==> config.mk <==
export PLATFORM = sky130hd
export DESIGN_NAME = asc_ctrl
export DESIGN_NICKNAME = d
export VERILOG_FILES = /design/src/logic/asc_pkg.sv /design/src/logic/asc_ctrl.sv /design/src/logic/asc_tad_gen.sv
export SDC_FILE = /design/constraint.sdc
export NUM_CORES = 1
export LEC_CHECK = 0
export BUFFER_PORTS_ARGS = -buffer_cell sky130_fd_sc_hd__buf_2
export CAP_MARGIN = 5
export CORE_ASPECT_RATIO = 0.9
export CORE_MARGIN = 5
export CORE_UTILIZATION = 63
export CTS_CLUSTER_DIAMETER = 50
export DETAILED_ROUTE_END_ITERATION = 10
export GPL_ROUTABILITY_DRIVEN = 0
export PLACE_DENSITY = 0.86
export REMOVE_ABC_BUFFERS = 1
export SYNTH_ARGS = -nofsm -noshare
export SYNTH_HDL_FRONTEND = slang
export SYNTH_HIERARCHICAL = 1
export SYNTH_SLANG_ARGS = --single-unit
==> constraint.sdc <==
create_clock -name clk -period 6.7 [get_ports clk]
set_clock_uncertainty 0.1 [all_clocks]
set_input_delay 1.005 -clock clk [delete_from_list [all_inputs] [get_ports clk]]
set_output_delay 1.005 -clock clk [all_outputs]
set_load 0.005 [all_outputs]
==> src/logic/asc_pkg.sv <==
package asc_pkg;

   // ------------------------------------------------------------
   // Timing
   // ------------------------------------------------------------
   localparam int unsigned CLK_PERIOD_NS    = 40;
   localparam int unsigned INSTR_CYCLE_NS   = 160;
   localparam int unsigned INSTR_CYCLE_CLKS =
      ((INSTR_CYCLE_NS + CLK_PERIOD_NS - 1) / CLK_PERIOD_NS) < 1 ? 1 :
      ((INSTR_CYCLE_NS + CLK_PERIOD_NS - 1) / CLK_PERIOD_NS);

   // Acquisition delay in conversion clock periods, indexed by acq_delay_sel
   localparam logic [7:0][4:0] ACQ_TADS = {5'h14, 5'h10, 5'h0c, 5'h08,
                                           5'h06, 5'h04, 5'h02, 5'h00};
   // System clocks per conversion clock period, indexed by conv_clock_sel; 0 = RC
   localparam logic [7:0][6:0] CONV_DIV = {7'h00, 7'h40, 7'h10, 7'h04,
                                           7'h00, 7'h20, 7'h08, 7'h02};

   // ------------------------------------------------------------
   // Register map
   // ------------------------------------------------------------
   localparam int unsigned ADDR_W   = 3;
   localparam logic [2:0] OFS_CHAN_START = 3'h0;
   localparam logic [2:0] OFS_REF_PORT   = 3'h1;
   localparam logic [2:0] OFS_TIMING     = 3'h2;
   localparam logic [2:0] OFS_RES_HIGH   = 3'h3;
   localparam logic [2:0] OFS_RES_LOW    = 3'h4;
   localparam logic [2:0] OFS_IRQ_STATUS = 3'h5;
   localparam logic [2:0] OFS_IRQ_CLEAR  = 3'h6;
   localparam logic [2:0] OFS_IRQ_ENABLE = 3'h7;

   // channel_and_start_control fields
   localparam int unsigned POS_ENABLE = 0;
   localparam int unsigned POS_GO     = 1;
   localparam int unsigned POS_CHAN   = 2;
   // conversion_timing_control fields
   localparam int unsigned POS_CLKSEL = 0;
   localparam int unsigned POS_ACQ    = 3;
   localparam int unsigned POS_JUSTIFY = 7;
   // Interrupt status bits
   localparam int unsigned POS_IRQ_DONE    = 0;
   localparam int unsigned POS_IRQ_TRIG    = 1;
   localparam int unsigned POS_IRQ_IGNORED = 2;

   localparam logic [3:0] RST_CHAN    = 4'h0;
   localparam logic [5:0] RST_REF     = 6'h00;
   localparam logic [2:0] RST_ACQ     = 3'h0;
   localparam logic [2:0] RST_CLKSEL  = 3'h0;
   localparam logic [7:0] RST_RESULT  = 8'h00;
   localparam logic [2:0] RST_IRQ     = 3'h0;

   localparam logic [3:0] TRIG_MODE   = 4'hb;
   localparam int unsigned RESULT_W   = 10;

   // ------------------------------------------------------------
   // Types
   // ------------------------------------------------------------
   typedef enum logic [3:0] {
      ST_IDLE    = 4'b0001,
      ST_RC_WAIT = 4'b0010,
      ST_ACQ     = 4'b0100,
      ST_CONV    = 4'b1000
   } asc_state_t;

   typedef struct packed {
      logic [ADDR_W-1:0] addr;
      logic [7:0]        wdata;
      logic              wr;
      logic              rd;
   } asc_bus_req_t;

   typedef struct packed {
      logic [3:0] channel;
      logic       sample;
      logic       convert;
      logic       tad_tick;
   } asc_core_out_t;

endpackage

==> src/logic/asc_ctrl.sv <==
// Implementation choices: the plain strobed port and the register offsets.
`timescale 1ns/100ps
// Overview of operation
// - Acquisition delay 0..20 conversion clocks by select
// - Trigger starts only in mode 1011 enabled
// - Accepted trigger sets go, clears timer
// - Disabled converter ignores trigger, timer still cleared
// - Result split into high and low bytes
// - Unimplemented control bits read as zero
module asc_ctrl (
   input  wire logic                  clk,                // System clock, 25 MHz
   input  wire logic                  rstn,               // Async reset, active low
   input  wire asc_pkg::asc_bus_req_t bus,                // Register access request
   output logic [7:0]                 rdata,              // Read data, cycle after read
   input  wire logic                  special_event_trig, // Compare unit event pulse
   input  wire logic [3:0]            compare_mode_field, // Compare unit mode
   input  wire logic                  rc_clk_in,          // Dedicated RC oscillator
   input  wire logic [9:0]            core_result,        // Converted code from core
   input  wire logic                  core_done,          // Core finished, one pulse
   output asc_pkg::asc_core_out_t     core,               // Controls to analog core
   output logic [5:0]                 ref_config,         // Reference and port config
   output logic                       timer_clear,        // Clear event timer, pulse
   output logic                       irq                 // Interrupt, level
);
   import asc_pkg::*;

   // ------------------------------------------------------------
   // State
   // ------------------------------------------------------------
   typedef struct packed {
      asc_state_t state;
      logic [3:0] chan;
      logic       go;
      logic       enable;
      logic [5:0] ref_cfg;
      logic       justify;
      logic [2:0] acq_sel;
      logic [2:0] clk_sel;
      logic [7:0] res_hi;
      logic [7:0] res_lo;
      logic [2:0] irq_status;
      logic [2:0] irq_enable;
      logic [4:0] cnt;
      logic [7:0] rdata;
      logic       timer_clear;
      logic       irq;
   } asc_ctrl_st_t;

   asc_ctrl_st_t st_reg;
   asc_ctrl_st_t st_next;

   logic       tad_tick;
   logic       tad_run;
   logic       trig_match;
   logic       trig_start;
   logic       sw_start;
   logic       start;
   logic       finish;
   logic [2:0] irq_set;
   logic [2:0] irq_clr;
   logic [7:0] rd_val;

   // ------------------------------------------------------------
   // Conversion clock
   // ------------------------------------------------------------
   assign tad_run = (st_reg.state == ST_ACQ) || (st_reg.state == ST_CONV);

   asc_tad_gen #(
      .DIV_W (7)
   ) u_tad_gen (
      .clk       (clk),
      .rstn      (rstn),
      .run       (tad_run),
      .clk_sel   (st_reg.clk_sel),
      .rc_clk_in (rc_clk_in),
      .tick      (tad_tick)
   );

   // ------------------------------------------------------------
   // Next state
   // ------------------------------------------------------------
   always_comb begin
      st_next             = st_reg;
      st_next.timer_clear = 1'b0;
      irq_set             = '0;
      irq_clr             = '0;
      finish              = 1'b0;
      rd_val              = 8'h00;

      // Start sources
      trig_match = special_event_trig && (compare_mode_field == TRIG_MODE);
      trig_start = trig_match && st_reg.enable && (st_reg.state == ST_IDLE);
      sw_start   = bus.wr && (bus.addr == OFS_CHAN_START) && bus.wdata[POS_GO]
                   && bus.wdata[POS_ENABLE] && (st_reg.state == ST_IDLE);
      start      = trig_start || sw_start;

      if (trig_match) begin
         st_next.timer_clear = 1'b1;
         if (st_reg.enable) begin
            irq_set[POS_IRQ_TRIG] = 1'b1;
         end else begin
            irq_set[POS_IRQ_IGNORED] = 1'b1;
         end
      end

      // Register writes
      if (bus.wr) begin
         if (bus.addr == OFS_CHAN_START) begin
            st_next.chan   = bus.wdata[POS_CHAN +: 4];
            st_next.enable = bus.wdata[POS_ENABLE];
         end else if (bus.addr == OFS_REF_PORT) begin
            st_next.ref_cfg = bus.wdata[5:0];
         end else if (bus.addr == OFS_TIMING) begin
            st_next.justify = bus.wdata[POS_JUSTIFY];
            st_next.acq_sel = bus.wdata[POS_ACQ +: 3];
            st_next.clk_sel = bus.wdata[POS_CLKSEL +: 3];
         end else if (bus.addr == OFS_RES_HIGH) begin
            st_next.res_hi = bus.wdata;
         end else if (bus.addr == OFS_RES_LOW) begin
            st_next.res_lo = bus.wdata;
         end else if (bus.addr == OFS_IRQ_CLEAR) begin
            irq_clr = bus.wdata[2:0];
         end else if (bus.addr == OFS_IRQ_ENABLE) begin
            st_next.irq_enable = bus.wdata[2:0];
         end
      end

      // Sequencer
      case (st_reg.state)
         ST_IDLE: begin
            st_next.cnt = '0;
            if (start) begin
               st_next.go = 1'b1;
               if (CONV_DIV[st_reg.clk_sel] == '0) begin
                  st_next.state = ST_RC_WAIT;
               end else if (ACQ_TADS[st_reg.acq_sel] == '0) begin
                  st_next.state = ST_CONV;
               end else begin
                  st_next.state = ST_ACQ;
               end
            end
         end
         ST_RC_WAIT: begin
            if (st_reg.cnt == 5'(INSTR_CYCLE_CLKS - 1)) begin
               st_next.cnt   = '0;
               st_next.state = (ACQ_TADS[st_reg.acq_sel] == '0) ? ST_CONV : ST_ACQ;
            end else begin
               st_next.cnt = st_reg.cnt + 5'h01;
            end
         end
         ST_ACQ: begin
            if (tad_tick) begin
               if (st_reg.cnt == ACQ_TADS[st_reg.acq_sel] - 5'h01) begin
                  st_next.cnt   = '0;
                  st_next.state = ST_CONV;
               end else begin
                  st_next.cnt = st_reg.cnt + 5'h01;
               end
            end
         end
         ST_CONV: begin
            if (core_done) begin
               finish        = 1'b1;
               st_next.state = ST_IDLE;
               st_next.go    = 1'b0;
               irq_set[POS_IRQ_DONE] = 1'b1;
               if (st_reg.justify) begin
                  st_next.res_hi = {6'h00, core_result[9:8]};
                  st_next.res_lo = core_result[7:0];
               end else begin
                  st_next.res_hi = core_result[9:2];
                  st_next.res_lo = {core_result[1:0], 6'h00};
               end
            end
         end
         default: begin
            st_next.state = ST_IDLE;
            st_next.go    = 1'b0;
         end
      endcase

      // Disabling the converter aborts a conversion in flight unless core_done ends it in the same cycle
      if (!st_next.enable && !finish) begin
         st_next.state = ST_IDLE;
         st_next.go    = 1'b0;
         st_next.cnt   = '0;
      end

      // Sticky status: a set in the same cycle beats the clear
      st_next.irq_status = (st_reg.irq_status & ~irq_clr) | irq_set;
      st_next.irq        = |(st_next.irq_status & st_next.irq_enable);

      // Register reads
      if (bus.addr == OFS_CHAN_START) begin
         rd_val = {2'b00, st_reg.chan, st_reg.go, st_reg.enable};
      end else if (bus.addr == OFS_REF_PORT) begin
         rd_val = {2'b00, st_reg.ref_cfg};
      end else if (bus.addr == OFS_TIMING) begin
         rd_val = {st_reg.justify, 1'b0, st_reg.acq_sel, st_reg.clk_sel};
      end else if (bus.addr == OFS_RES_HIGH) begin
         rd_val = st_reg.res_hi;
      end else if (bus.addr == OFS_RES_LOW) begin
         rd_val = st_reg.res_lo;
      end else if (bus.addr == OFS_IRQ_STATUS) begin
         rd_val = {5'h00, st_reg.irq_status};
      end else if (bus.addr == OFS_IRQ_ENABLE) begin
         rd_val = {5'h00, st_reg.irq_enable};
      end else begin
         rd_val = 8'h00;
      end
      st_next.rdata = bus.rd ? rd_val : 8'h00;
   end

   // ------------------------------------------------------------
   // Registers
   // ------------------------------------------------------------
   always_ff @(posedge clk or negedge rstn) begin
      if (!rstn) begin
         st_reg             <= '0;
         st_reg.state       <= ST_IDLE;
         st_reg.chan        <= RST_CHAN;
         st_reg.ref_cfg     <= RST_REF;
         st_reg.acq_sel     <= RST_ACQ;
         st_reg.clk_sel     <= RST_CLKSEL;
         st_reg.res_hi      <= RST_RESULT;
         st_reg.res_lo      <= RST_RESULT;
         st_reg.irq_status  <= RST_IRQ;
         st_reg.irq_enable  <= RST_IRQ;
      end else begin
         st_reg <= st_next;
      end
   end

   // ------------------------------------------------------------
   // Outputs
   // ------------------------------------------------------------
   assign rdata         = st_reg.rdata;
   assign ref_config    = st_reg.ref_cfg;
   assign timer_clear   = st_reg.timer_clear;
   assign irq           = st_reg.irq;
   assign core.channel  = st_reg.chan;
   assign core.sample   = st_reg.state == ST_ACQ;
   assign core.convert  = st_reg.state == ST_CONV;
   // A tick registered in the last active cycle must not leak into idle
   assign core.tad_tick = tad_tick && tad_run;

endmodule

==> src/logic/asc_tad_gen.sv <==
`timescale 1ns/100ps
module asc_tad_gen #(
   parameter int unsigned DIV_W = 7
) (
   input  wire logic             clk,       // System clock
   input  wire logic             rstn,      // Async reset, active low
   input  wire logic             run,       // Generate ticks while high
   input  wire logic [2:0]       clk_sel,   // conv_clock_sel
   input  wire logic             rc_clk_in, // dedicated_rc_clock pin
   output logic                  tick       // One pulse per conversion clock period
);
   import asc_pkg::*;

   typedef struct packed {
      logic [DIV_W-1:0] cnt;
      logic             tick;
      logic [2:0]       rc_sync;
      logic             rc_lvl;
   } asc_tad_st_t;

   asc_tad_st_t st_reg;
   asc_tad_st_t st_next;
   logic [DIV_W-1:0] div;
   logic             rc_stable;
   logic             rc_rise;

   always_comb begin
      div       = CONV_DIV[clk_sel][DIV_W-1:0];
      rc_stable = st_reg.rc_sync[1] == st_reg.rc_sync[2];
      rc_rise   = rc_stable && st_reg.rc_sync[2] && !st_reg.rc_lvl;
      st_next         = st_reg;
      st_next.rc_sync = {st_reg.rc_sync[1:0], rc_clk_in};
      st_next.tick    = 1'b0;
      if (rc_stable) begin
         st_next.rc_lvl = st_reg.rc_sync[2];
      end
      if (!run) begin
         st_next.cnt = '0;
      end else if (div == '0) begin
         st_next.tick = rc_rise;
      end else if (st_reg.cnt == div - 1'b1) begin
         st_next.cnt  = '0;
         st_next.tick = 1'b1;
      end else begin
         st_next.cnt = st_reg.cnt + 1'b1;
      end
   end

   always_ff @(posedge clk or negedge rstn) begin
      if (!rstn) begin
         st_reg <= '0;
      end else begin
         st_reg <= st_next;
      end
   end

   assign tick = st_reg.tick;
endmodule

==> results.md <==
* Status: completed
* Comb power frac at 0.296
* Max Fclk at 314 MHz
* Relative slew slack at 0.392
* DR vias/cell at 6.16
* Core area at 0.00652 mm²
* Antenna violations before repair at 0
* Worst vdd ir at 177 µV
* Ports at 55
* Setup_tns at 0 ns
* R2R depth at 6
* Max incr delay on CP at 0.63 ns
* Dpl ws at 3.18 ns
* First-pass GRT wire length at 16800 µm
* DRT antenna net count at 0
* Crit-path max FO at 24
* Remaining Overflow, GRT at 0
* Hpwl dp at 6910 µm
* Port bufs at 54
* X dimension of the die at 96.1 µm
* CTS clk-pin slew, worst paths at 0.07 ns
* WS Path Type: in2reg
* CP max-delay cell: mux2i_1
* Share of cells above drive strength 1 at 0.233
* Die Y at 87.5 µm
* FP Rows at 28
* Routed wire length at 9890 µm
* Post-CTS sizing at 0
* Kind of end point of the critical path: flop
* Clock period minus worst slack at 3.19 ns
* Vias at 3351
* CTS tree: yes
* Cell Chain, Critical Path: buf_2, nor4b_4, mux2i_1, inv_1, o211ai_1, o211ai_2, mux2_2
* Commonest non-fill, non-tap cell in the layout: dfrtp_1
* Vias in the first global route at 3332
* Final Hold Vio Count at 0
* Arrival @ worst endpoint at 3.33 ns
* Synth Warn # at 6
* Net load switching power at 0.492 mW
* Starting DRT DRC Count at 217
* Startpoint types: input pin
* Wire per inst at 18.2 µm
* EDFF count, synth at 0
* Most frequent cells in the layout: dfrtp_1, buf_2, a21oi_1
* Sw Share at 0.344
* Lkg Pwr at 2.09 nW
* CTS Buf Count at 9
* Placed cell area at 0.00435 mm²
* Seq cells post-synth at 72
* Power density over the cells at 315 mW/mm²
* Fin crit share at 0.476
* Postcts setup bufs at 0
* Die area at 0.00840 mm²
* Yosys top cell area share at 0.423
* Mapped Cells at 423
* Fin area at 0.00454 mm²
* Setup ws final at 3.51 ns
* WHS at 0.247 ns
* Max Root-Sink Buffers at 2
* Mapped Area at 0.00420 mm²
* Synth area leaders: dfrtp_1, mux2i_1, mux2_2
* Layout Nets at 485
* Data required, critical path at 6.84 ns
* H-tree depth at 3
* Clk pwr share at 0.246
* Overall Global Routing Usage at 0.259
* Post-synth ARST share at 1.00
* Max-slew violations at 0
* Pin count of the biggest net entering global routing at 73
* Worst slew pin tran at 0.912 ns
* Largest register FFs at 40
* Unrepaired setup endpoints after global routing: false
* Sequential element share of the synthesized area at 0.429
* Power share of the sequential group at 0.457
* Pint at 0.938 mW
* Max-cap viol count at 0
* Post-CTS Hold Fix Bufs at 0
* Worst hold path type: reg2reg
* Filler cell count in the final layout at 482
* Biggest area consumer among synthesized cells: dfrtp_1
* Starting Density at 0.644
* Clk root buf: clkbuf_8
* Worst-skew pair later-pin latency at 0.35 ns
* Drt pass-1 iters at 6
* # DRC at 0
* Mean Syn Cell Area at 9.93 µm²
* Total power at 1.43 mW
* Synth unique cells at 70
* N_diodes at 0
* Ys flop type: dfrtp_1
* Clock Sink Count at 72
* Hold path depth at 0
* Area Growth Syn to Fin at 8.22%
* Final Setup Violations at 0
[worst paths after layout]
path | start | endpoint | slack, ns
worst max-delay path | bus[11] | st_reg[57] | 3.51
worst min-delay path | u_tad_gen/st_next[2] | u_tad_gen/st_next[3] | 0.25
worst max register to register | st_reg[58] | st_reg[57] | 3.97
worst min register to register | u_tad_gen/st_next[2] | u_tad_gen/st_next[3] | 0.25
max in group asynchronous | rstn | u_tad_gen/st_reg[8] | 5.14
min in group asynchronous | rstn | st_reg[40] | 0.75
[layer usage]
layer,track usage,wire [µm]
met1,0.354,4270
met2,0.409,4770
met3,0.0735,693
met4,0.0607,153
met5,0,0
[through the flow]
stage               instances  utilization
floorplan                 383            -
global placement          528        0.667
detailed placement        528        0.667
CTS                       544        0.697
global route              544        0.697
finish                    544        0.697
[power by group through the flow]
| stage | clock [mW] | sequential, mW | combinational, mW |
|---|---|---|---|
| final | 0.352 | 0.654 | 0.424 |
| after global routing | 0.380 | 0.667 | 0.473 |
| after CTS | 0.356 | 0.649 | 0.424 |
| after detailed placement | 0 | 0.657 | 0.419 |
| after global placement | 0 | 0.648 | 0.398 |
| after floorplan | 0 | 0.623 | 0.302 |
[cell usage after synthesis, drive strengths merged, types with 6 or more instances]
library cell,count
nor3,9
o22ai,6
clkbuf,15
nor2,24
a211oi,8
nor2b,8
inv,12
and2,9
nand3,7
a21oi,46
o21ai,14
mux2,23
and3,10
dfrtp,71
nand2,31
mux2i,26
buf,25
[cell type report]
class                   count  area [µm²]  share of cell area
well taps                  90         113              0.0248
flip-flops and latches     72        1800               0.397
clock inverters             3        40.0             0.00881
multi-input cells         298        2100               0.463
clock buffers              13         159              0.0350
repair buffers             55         278              0.0611
inverters                  13        48.8              0.0107
[worst max-delay path, delay by kind of cell]
kind	cells	cell delay (ns)
AND/OR/NAND/NOR	1	0.52
buffers and inverters	2	0.47
multiplexers	2	0.93
AO/OA/AOI/OAI	2	0.38
[cell families after synthesis]
logic type	Yosys count	share of synthesized area
buffers and inverters	53	0.0697
XOR/XNOR	7	0.0146
flip-flops	72	0.429
multiplexers	50	0.129
adder cells (fa/ha/maj)	4	0.0119
AO/OA/AOI/OAI	106	0.169
AND/OR/NAND/NOR	131	0.177
No activity file was read; power rests on OpenSTA's default activity.
